**src/rtl/lockdown_map.svh**
```systemverilog
`ifndef LOCKDOWN_MAP_SVH
`define LOCKDOWN_MAP_SVH

// Register offsets on the lockdown access port (byte addresses)
`define OFF_LOCK_BASE    12'h900
`define OFF_LOCK_LAST    12'h93c
`define OFF_LINE_EN      12'h950
`define OFF_UNLOCK_ALL   12'h954

// Field layout
`define WAYS             8
`define SET_BITS         6
`define LAST_SET         6'h3f
`define LINE_EN_BIT      0

// Reset values
`define LOCK_RST         8'h00
`define PERMIT_RST       1'b0

// Option: lockdown by master; 0 means only the first pair is used
`define LOCK_BY_MASTER   1'b0

// Response codes
`define RESP_OKAY        2'h0
`define RESP_SLVERR      2'h2
`define RESP_DECERR      2'h3

`endif

```
**src/rtl/lockdown_pkg.sv**
```systemverilog
package lockdown_pkg;

  typedef enum logic [1:0] {
    ST_IDLE,
    ST_ALOOK,
    ST_UNLOCK,
    ST_UFLUSH
  } ctl_state_t;

  typedef enum logic [1:0] {
    OP_CLEAN,
    OP_INVALIDATE,
    OP_CLEAN_INV,
    OP_NONE
  } maint_op_t;

endpackage

```
**src/rtl/l2_lockdown_ctrl.sv**
```systemverilog
`timescale 1ns/1ns
`include "lockdown_map.svh"

module l2_lockdown_ctrl (
  input  wire logic                  CLK_SYS,
  input  wire logic                  RESET,
  input  wire logic                  PERMIT_WE,
  input  wire logic                  PERMIT_VAL,
  output logic                       NS_PERMIT,
  input  wire logic                  ACC_VALID,
  input  wire logic                  ACC_WRITE,
  input  wire logic                  ACC_SECURE,
  input  wire logic [11:0]           ACC_ADDR,
  input  wire logic [15:0]           ACC_WDATA,
  output logic                       ACC_DONE,
  output logic      [1:0]            ACC_RESP,
  output logic      [15:0]           ACC_RDATA,
  input  wire logic                  ALLOC_REQ,
  input  wire logic                  ALLOC_IS_INSTR,
  input  wire logic [2:0]            ALLOC_MASTER,
  input  wire logic [`SET_BITS-1:0]  ALLOC_SET,
  output logic                       ALLOC_READY,
  output logic                       ALLOC_DONE,
  output logic                       ALLOC_OK,
  output logic      [2:0]            ALLOC_WAY,
  input  wire logic                  MAINT_REQ,
  input  wire logic [1:0]            MAINT_OP,
  input  wire logic                  MAINT_BG,
  input  wire logic                  LINE_VALID,
  input  wire logic                  LINE_DIRTY,
  output logic                       MAINT_DONE,
  output logic      [1:0]            MAINT_RESP,
  output logic                       MAINT_WB,
  output logic                       MAINT_VALID_OUT,
  output logic                       MAINT_DIRTY_OUT,
  output logic                       UNLOCK_BUSY
);

  ////////////////////////////////////////////////////////////////////////////
  // Helpers

  // First candidate way at or after the round-robin pointer, wrapping past way 7
  function automatic logic [2:0] pick_way(input logic [`WAYS-1:0] cand,
                                          input logic [2:0] ptr);
    logic [2:0] w;
    logic [2:0] res;
    res = ptr;
    for (int i = `WAYS - 1; i >= 0; i--) begin
      w = ptr + 3'(i);
      if (cand[w]) begin
        res = w;
      end
    end
    return res;
  endfunction

  ////////////////////////////////////////////////////////////////////////////
  // State

  lockdown_pkg::ctl_state_t state_ff;
  lockdown_pkg::ctl_state_t nxt_state;
  logic [`WAYS-1:0]     dlock_ff [0:7];
  logic [`WAYS-1:0]     ilock_ff [0:7];
  logic                 line_en_ff;
  logic [`WAYS-1:0]     unlock_mask_ff;
  logic [`SET_BITS-1:0] cnt_ff;
  logic [`SET_BITS-1:0] wr_set_ff;
  logic                 pend_ff;
  logic                 a_instr_ff;
  logic [2:0]           a_master_ff;
  logic [`SET_BITS-1:0] a_set_ff;
  logic [2:0]           rr_ff;
  logic [`WAYS-1:0]     mem_rd;

  ////////////////////////////////////////////////////////////////////////////
  // Register access decode

  wire        in_lock  = (ACC_ADDR >= `OFF_LOCK_BASE) &&
                         (ACC_ADDR <= `OFF_LOCK_LAST) &&
                         (ACC_ADDR[1:0] == 2'h0);
  wire        in_len   = (ACC_ADDR == `OFF_LINE_EN);
  wire        in_unl   = (ACC_ADDR == `OFF_UNLOCK_ALL);
  wire        mapped   = in_lock || in_len || in_unl;
  wire [2:0]  r_master = ACC_ADDR[5:3];
  wire        r_instr  = ACC_ADDR[2];
  // Pairs beyond the first are dead without the by-master option
  wire        r_used   = `LOCK_BY_MASTER || (r_master == 3'h0);
  // Non-secure write needs the permit; secure always passes
  wire        wr_allow = ACC_SECURE || NS_PERMIT;
  wire        wr_refuse = ACC_VALID && ACC_WRITE && mapped &&
                          !wr_allow;
  wire        wr_do    = ACC_VALID && ACC_WRITE && mapped &&
                         wr_allow;
  wire [`WAYS-1:0] wdat = ACC_WDATA[`WAYS-1:0];

  // Read data; reserved upper bits and unused pairs read as zero
  wire [`WAYS-1:0] lock_rd = !r_used ? `LOCK_RST :
                             r_instr ? ilock_ff[r_master] :
                             dlock_ff[r_master];
  wire [15:0] rd_val = in_lock ? {8'h00, lock_rd} :
                       in_len  ? {15'h0000, line_en_ff} :
                       in_unl  ? {8'h00, unlock_mask_ff} :
                       16'h0000;
  wire [1:0]  resp   = !mapped   ? `RESP_DECERR :
                       wr_refuse ? `RESP_DECERR :
                       `RESP_OKAY;

  // Accept a new unlock-all only when idle; a busy one is left running
  wire start_unl = wr_do && in_unl && (wdat != 8'h00) &&
                   (state_ff == lockdown_pkg::ST_IDLE);

  // Permit bit: written only through the secure auxiliary path
  always_ff @(posedge CLK_SYS) begin
    if (RESET) begin
      NS_PERMIT <= `PERMIT_RST;
    end else if (PERMIT_WE) begin
      NS_PERMIT <= PERMIT_VAL;
    end
  end

  // Lock registers; refused writes leave them untouched
  always_ff @(posedge CLK_SYS) begin
    if (RESET) begin
      for (int m = 0; m < 8; m++) begin
        dlock_ff[m] <= `LOCK_RST;
        ilock_ff[m] <= `LOCK_RST;
      end
      line_en_ff <= 1'b0;
    end else if (wr_do && in_lock && r_used) begin
      if (r_instr) begin
        ilock_ff[r_master] <= wdat;
      end else begin
        dlock_ff[r_master] <= wdat;
      end
    end else if (wr_do && in_len) begin
      line_en_ff <= ACC_WDATA[`LINE_EN_BIT];
    end
  end

  // Access response, one cycle after the request
  always_ff @(posedge CLK_SYS) begin
    if (RESET) begin
      ACC_DONE  <= 1'b0;
      ACC_RESP  <= `RESP_OKAY;
      ACC_RDATA <= 16'h0000;
    end else begin
      ACC_DONE  <= ACC_VALID;
      ACC_RESP  <= resp;
      ACC_RDATA <= (ACC_VALID && !ACC_WRITE) ? rd_val : 16'h0000;
    end
  end

  ////////////////////////////////////////////////////////////////////////////
  // Allocation and unlock-all sequencing

  wire [2:0]       eff_master = `LOCK_BY_MASTER ? a_master_ff : 3'h0;
  wire [`WAYS-1:0] way_lock   = a_instr_ff ? ilock_ff[eff_master] :
                                dlock_ff[eff_master];
  // Way and line locks both remove a way from the candidates
  wire [`WAYS-1:0] cand       = ~(way_lock | mem_rd);
  wire             any_cand   = |cand;
  wire [2:0]       victim     = pick_way(cand, rr_ff);
  wire [`WAYS-1:0] victim_bit = `WAYS'(1) << victim;

  wire             alloc_wr = (state_ff == lockdown_pkg::ST_ALOOK) &&
                              any_cand && line_en_ff;
  wire             unl_wr   = ((state_ff == lockdown_pkg::ST_UNLOCK) &&
                               pend_ff) ||
                              (state_ff == lockdown_pkg::ST_UFLUSH);
  wire             mem_we   = alloc_wr || unl_wr;
  wire [`SET_BITS-1:0] mem_wa = alloc_wr ? a_set_ff : wr_set_ff;
  wire [`WAYS-1:0] mem_wd   = alloc_wr ? (mem_rd | victim_bit) :
                              (mem_rd & ~unlock_mask_ff);
  wire [`SET_BITS-1:0] mem_ra = (state_ff == lockdown_pkg::ST_IDLE) ?
                                ALLOC_SET : cnt_ff;

  line_lock_mem u_mem (
    .clk     (CLK_SYS),
    .rd_addr (mem_ra),
    .rd_data (mem_rd),
    .wr_en   (mem_we),
    .wr_addr (mem_wa),
    .wr_data (mem_wd)
  );

  // Next state; unlock-all takes priority over a fresh allocation
  always_comb begin
    nxt_state = state_ff;
    case (state_ff)
      lockdown_pkg::ST_IDLE: begin
        if (start_unl) begin
          nxt_state = lockdown_pkg::ST_UNLOCK;
        end else if (ALLOC_REQ) begin
          nxt_state = lockdown_pkg::ST_ALOOK;
        end
      end
      lockdown_pkg::ST_ALOOK: begin
        nxt_state = lockdown_pkg::ST_IDLE;
      end
      lockdown_pkg::ST_UNLOCK: begin
        if (cnt_ff == `LAST_SET) begin
          nxt_state = lockdown_pkg::ST_UFLUSH;
        end
      end
      default: begin
        nxt_state = lockdown_pkg::ST_IDLE;
      end
    endcase
  end

  // Sequencer registers
  always_ff @(posedge CLK_SYS) begin
    if (RESET) begin
      state_ff       <= lockdown_pkg::ST_IDLE;
      unlock_mask_ff <= `LOCK_RST;
      cnt_ff         <= '0;
      wr_set_ff      <= '0;
      pend_ff        <= 1'b0;
    end else begin
      state_ff <= nxt_state;
      if (start_unl) begin
        unlock_mask_ff <= wdat;
        cnt_ff         <= '0;
        pend_ff        <= 1'b0;
      end else if (state_ff == lockdown_pkg::ST_UNLOCK) begin
        wr_set_ff <= cnt_ff;
        cnt_ff    <= cnt_ff + 1'b1;
        pend_ff   <= 1'b1;
      end else if (state_ff == lockdown_pkg::ST_UFLUSH) begin
        unlock_mask_ff <= `LOCK_RST;
        pend_ff        <= 1'b0;
      end
    end
  end

  // Allocation request capture and registered answer
  always_ff @(posedge CLK_SYS) begin
    if (RESET) begin
      a_instr_ff  <= 1'b0;
      a_master_ff <= 3'h0;
      a_set_ff    <= '0;
      rr_ff       <= 3'h0;
      ALLOC_READY <= 1'b0;
      ALLOC_DONE  <= 1'b0;
      ALLOC_OK    <= 1'b0;
      ALLOC_WAY   <= 3'h0;
      UNLOCK_BUSY <= 1'b0;
    end else begin
      ALLOC_READY <= (nxt_state == lockdown_pkg::ST_IDLE) && !start_unl;
      UNLOCK_BUSY <= (nxt_state == lockdown_pkg::ST_UNLOCK) ||
                     (nxt_state == lockdown_pkg::ST_UFLUSH);
      ALLOC_DONE  <= (state_ff == lockdown_pkg::ST_ALOOK);
      if (nxt_state == lockdown_pkg::ST_ALOOK) begin
        a_instr_ff  <= ALLOC_IS_INSTR;
        a_master_ff <= ALLOC_MASTER;
        a_set_ff    <= ALLOC_SET;
      end
      if (state_ff == lockdown_pkg::ST_ALOOK) begin
        // No free way means the fill is refused, not forced in
        ALLOC_OK  <= any_cand;
        ALLOC_WAY <= victim;
        if (any_cand) begin
          rr_ff <= victim + 3'h1;
        end
      end
    end
  end

  ////////////////////////////////////////////////////////////////////////////
  // Line maintenance: lock state is deliberately not consulted

  wire maint_refuse = MAINT_BG && UNLOCK_BUSY;
  wire wb_need      = LINE_VALID && LINE_DIRTY;

  // New line state per operation
  always_ff @(posedge CLK_SYS) begin
    if (RESET) begin
      MAINT_DONE      <= 1'b0;
      MAINT_RESP      <= `RESP_OKAY;
      MAINT_WB        <= 1'b0;
      MAINT_VALID_OUT <= 1'b0;
      MAINT_DIRTY_OUT <= 1'b0;
    end else begin
      MAINT_DONE      <= MAINT_REQ;
      MAINT_RESP      <= maint_refuse ? `RESP_SLVERR : `RESP_OKAY;
      MAINT_WB        <= 1'b0;
      MAINT_VALID_OUT <= LINE_VALID;
      MAINT_DIRTY_OUT <= LINE_DIRTY;
      if (MAINT_REQ && !maint_refuse) begin
        case (lockdown_pkg::maint_op_t'(MAINT_OP))
          lockdown_pkg::OP_CLEAN: begin
            MAINT_WB        <= wb_need;
            MAINT_DIRTY_OUT <= 1'b0;
          end
          lockdown_pkg::OP_INVALIDATE: begin
            MAINT_VALID_OUT <= 1'b0;
            MAINT_DIRTY_OUT <= 1'b0;
          end
          lockdown_pkg::OP_CLEAN_INV: begin
            MAINT_WB        <= wb_need;
            MAINT_VALID_OUT <= 1'b0;
            MAINT_DIRTY_OUT <= 1'b0;
          end
          default: begin
            MAINT_WB <= 1'b0;
          end
        endcase
      end
    end
  end

endmodule // l2_lockdown_ctrl

```
**src/rtl/line_lock_mem.sv**
```systemverilog
`timescale 1ns/1ns
`include "lockdown_map.svh"

// Per-set line lock bits, one bit per way; read data is registered
module line_lock_mem (
  input  wire logic                   clk,
  input  wire logic [`SET_BITS-1:0]   rd_addr,
  output logic      [`WAYS-1:0]       rd_data,
  input  wire logic                   wr_en,
  input  wire logic [`SET_BITS-1:0]   wr_addr,
  input  wire logic [`WAYS-1:0]       wr_data
);

  logic [`WAYS-1:0] mem [0:(1<<`SET_BITS)-1];

  // No reset on the array; software unlocks all lines before use
  always_ff @(posedge clk) begin
    if (wr_en) begin
      mem[wr_addr] <= wr_data;
    end
    rd_data <= mem[rd_addr];
  end

endmodule // line_lock_mem

```
**config.mk**
```make
export PLATFORM = sky130hd
export DESIGN_NAME = l2_lockdown_ctrl
export DESIGN_NICKNAME = d
export VERILOG_FILES = /design/src/rtl/lockdown_pkg.sv /design/src/rtl/l2_lockdown_ctrl.sv /design/src/rtl/line_lock_mem.sv
export VERILOG_INCLUDE_DIRS = /design/src /design/src/rtl
export SDC_FILE = /design/constraint.sdc
export NUM_CORES = 1
export LEC_CHECK = 0
export ABC_AREA = 1
export CAP_MARGIN = 20
export CORE_ASPECT_RATIO = 1.5
export CORE_MARGIN = 2
export CORE_UTILIZATION = 65
export DETAILED_ROUTE_END_ITERATION = 16
export DONT_BUFFER_PORTS = 1
export PLACE_DENSITY_LB_ADDON = 0.3
export SLEW_MARGIN = 20
export SYNTH_ARGS = -nofsm -noshare
export SYNTH_HDL_FRONTEND = slang
export SYNTH_SLANG_ARGS = --single-unit
```
**constraint.sdc**
```tcl
create_clock -name CLK_SYS -period 8.2 [get_ports CLK_SYS]
set_input_delay 0 -clock CLK_SYS [delete_from_list [all_inputs] [get_ports CLK_SYS]]
set_output_delay 0 -clock CLK_SYS [all_outputs]
set_load 0.01 [all_outputs]
```
==> impl_results.md <==
* Seq pwr share at 53.0%
* VDD IR max at 0.185 mV
* Worst Tran Pin Value at 1.09 ns
* Distinct cell type count after synthesis at 50
* TritonRoute pass-1 iters at 6
* Post-synth ARST share at 0%
* Die width at 175 microns
* DRT iter0 DRCs at 2390
* Row count at 93
* WP data required at 8.75 ns
* Setup Total Neg Slack at 0 ns
* RSZ-0062 raised after global routing: false
* Commonest non-fill, non-tap cell in the layout: edfxtp_1
* Synthesized area at 28500 sq um
* Outcome: finished, final reports clean
* Post-synthesis register bit count at 699
* Leak pwr at 10.7 nW
* DP HPWL at 40.6 mm
* Vias in the first global route at 18700
* Largest net degree at the start of global routing at 162
* Grt total ovfl at 0
* Vias post-DR at 19200
* Core Box Area at 43100 sq um
* Power Density at 244 nW/um^2
* Final setup vio count at 0
* Net Sw Frac at 24.1%
* Critical setup path kind: reg2reg
* Remaining DRCs at 0
* Max clock buf depth at 3
* Mapped Cells at 2317
* Hold crit path type: in2reg
* Clk pwr share at 36.9%
* Fraction of final layout cells sized beyond drive strength 1 at 7.06%
* NetSw at 0.00187 W
* CTS sink cnt at 699
* Number of CTS-inserted buffers at 60
* Critical Path AT at 5.25 ns
* Effective utilization at floorplan at 66.1%
* Clock-pin slew on the worst setup and hold paths at 0.07 ns
* Setup Buffers After CTS at 0
* Post-synthesis sequential area ratio at 71.5%
* Post-synth EDFFs at 635
* Die height at 260 microns
* Clock Latency Late Sink at 0.62 ns
* Final Hold Vio Count at 0
* Max-slew headroom at 27.1%
* P_int at 0.00587 W
* Drt total wl at 69.8 mm
* Ports at 85
* Clock Skew at 0.0227 ns
* CTS tree: done
* Fmax at 0.213 GHz
* Maxcap violations at 0
* Die ar. at 45500 sq um
* H-tree levels at 2
* Crit. End Element: flop
* Via density at 6.37
* RePlAce Congestion at 0.936
* PortBufs at 0
* WL/cell at 23.1 microns
* Overall Global Routing Usage at 30.1%
* Most frequent cells in the layout: edfxtp_1, nor2_1, o21ai_0
* Synth Flop Type: edfxtp_1
* Clock Root Buffer: clkbuf_16
* NumNets Final at 2467
* Maximum fanout along the worst path at 102
* Final ANT Viol Nets at 0
* Max-slew violation count at 0
* Syn avg cell area at 12.3 sq um
* N_diodes at 0
* Final Hold Slack at 0.0230 ns
* Area grow syn2layout at 11.2%
* Critical Path Source Type: flop
* Fin crit share at 57.4%
* Comb pwr share at 10.1%
* Period minus WS final at 4.70 ns
* Layout Utilization at 73.5%
* Initial antenna violation count at 1
* First-pass GRT wire length at 104 mm
* Synth warn at 0
==> per-stage QoR <==
step / std cells / power (W) / setup slack [ns] / area (sq um)
after floorplan: 2432 / 0.00467 / 2.69 / 28900
after global placement: 2864 / 0.00487 / 3.75 / 29200
after detailed placement: 2864 / 0.00490 / 3.65 / 29200
after CTS: 3020 / 0.00773 / 3.59 / 31600
after global routing: 3022 / 0.00794 / 3.18 / 31700
final: 3022 / 0.00773 / 3.50 / 31700
==> flip-flops by register name, summed over array words and instances (netlist names), 2 cells and up <==
name / cells
ACC_RDATA: 8
ALLOC_WAY: 3
a_set_ff: 6
cnt_ff: 6
dlock_ff: 63
ilock_ff: 60
rr_ff: 3
state_ff: 2
u_mem.mem: 512
u_mem.rd_data: 8
unlock_mask_ff: 8
wr_set_ff: 6
==> worst max-delay path, stage by stage (launching register included) <==
cell and delay (ns):
dfxtp_1 0.44, nor2_2 0.61, nand2_2 0.18, nand2_8 0.42
buf_4 0.70, buf_4 0.94, o21ai_0 0.20, o221ai_1 0.32
o211ai_1 0.16, nand3_1 0.22, nand3_1 0.20, nand2_1 0.10
==> cell type report <==
class / count / area, sq um
clock inverter: 38 / 397
fill: 2718 / 11400
timing repair buffer: 64 / 643
sequential: 699 / 20300
inverter: 102 / 393
multi-input combinational: 1476 / 7590
clock buffer: 73 / 1570
tap: 570 / 713
==> final timing paths <==
check,from,endpoint,slack (ns),cells after the start
min,ACC_ADDR[3],ACC_RDATA[2],0.02,5
max reg2reg,state_ff[1],u_mem.rd_data[0],3.50,11
max,state_ff[1],u_mem.rd_data[0],3.50,11
min reg2reg,a_set_ff[2],a_set_ff[2],0.46,2
==> cell families (layout without fill, tap and decap cells) <==
group / count (synthesis) / count (layout) / share of synthesized area [%]
compound gates: 586 / 586 / 12.6
fa+ha+maj: 12 / 12 / 0.528
xor+xnor: 6 / 6 / 0.185
buf+inv: 257 / 277 / 3.75
flops: 699 / 699 / 71.5
simple gates: 756 / 756 / 11.5
other cells: 1 / 116 / 0.0132
==> power by group through the flow <==
stage	Sequential (W)	Clock [W]	Combinational [W]
3_5_place_dp	0.00417	0	0.000726
3_3_place_gp	0.00417	0	0.000699
6_report	0.00410	0.00285	0.000785
5_1_grt	0.00410	0.00299	0.000853
4_1_cts	0.00410	0.00287	0.000764
2_1_floorplan	0.00417	0	0.000501
==> synthesized netlist by cell type, drive strengths merged (2+ instances only) <==
cell type / number / area (sq um)
o221ai: 62 / 543
o22ai: 65 / 407
ha: 12 / 150
a21oi: 57 / 285
nor3: 3 / 15.0
a22o: 6 / 52.6
nor4: 2 / 18.8
nor2: 370 / 1430
o211ai: 65 / 493
o2111ai: 5 / 43.8
a221oi: 12 / 105
clkinv: 2 / 7.51
edfxtp: 635 / 19100
inv: 100 / 380
nand3: 122 / 651
nand2: 217 / 832
a211oi: 3 / 22.5
nand4: 39 / 294
a22oi: 9 / 67.6
o21ai: 296 / 1510
clkbuf: 113 / 424
xor2: 5 / 43.8
dfxtp: 64 / 1280
buf: 42 / 257
==> layer usage <==
| layer | GRT usage [%] | routed length, microns | part of all wire, % | up-vias |
|---|---|---|---|---|
| met5 | 0 | 0 | 0 | - |
| met3 | 3.44 | 5430 | 7.8 | 243 |
| met2 | 53.2 | 35900 | 51 | 1123 |
| li1 | - | - | - | 8593 |
| met4 | 16.6 | 3990 | 5.7 | 0 |
| met1 | 36.2 | 24500 | 35 | 9285 |
==> repair_timing <==
action                    in CTS  in global routing
hold buffers                  45                  0
resized for setup              0                  0
hold endpoints to repair     180                  0
Note: power is estimated with default switching activity, not from simulation.
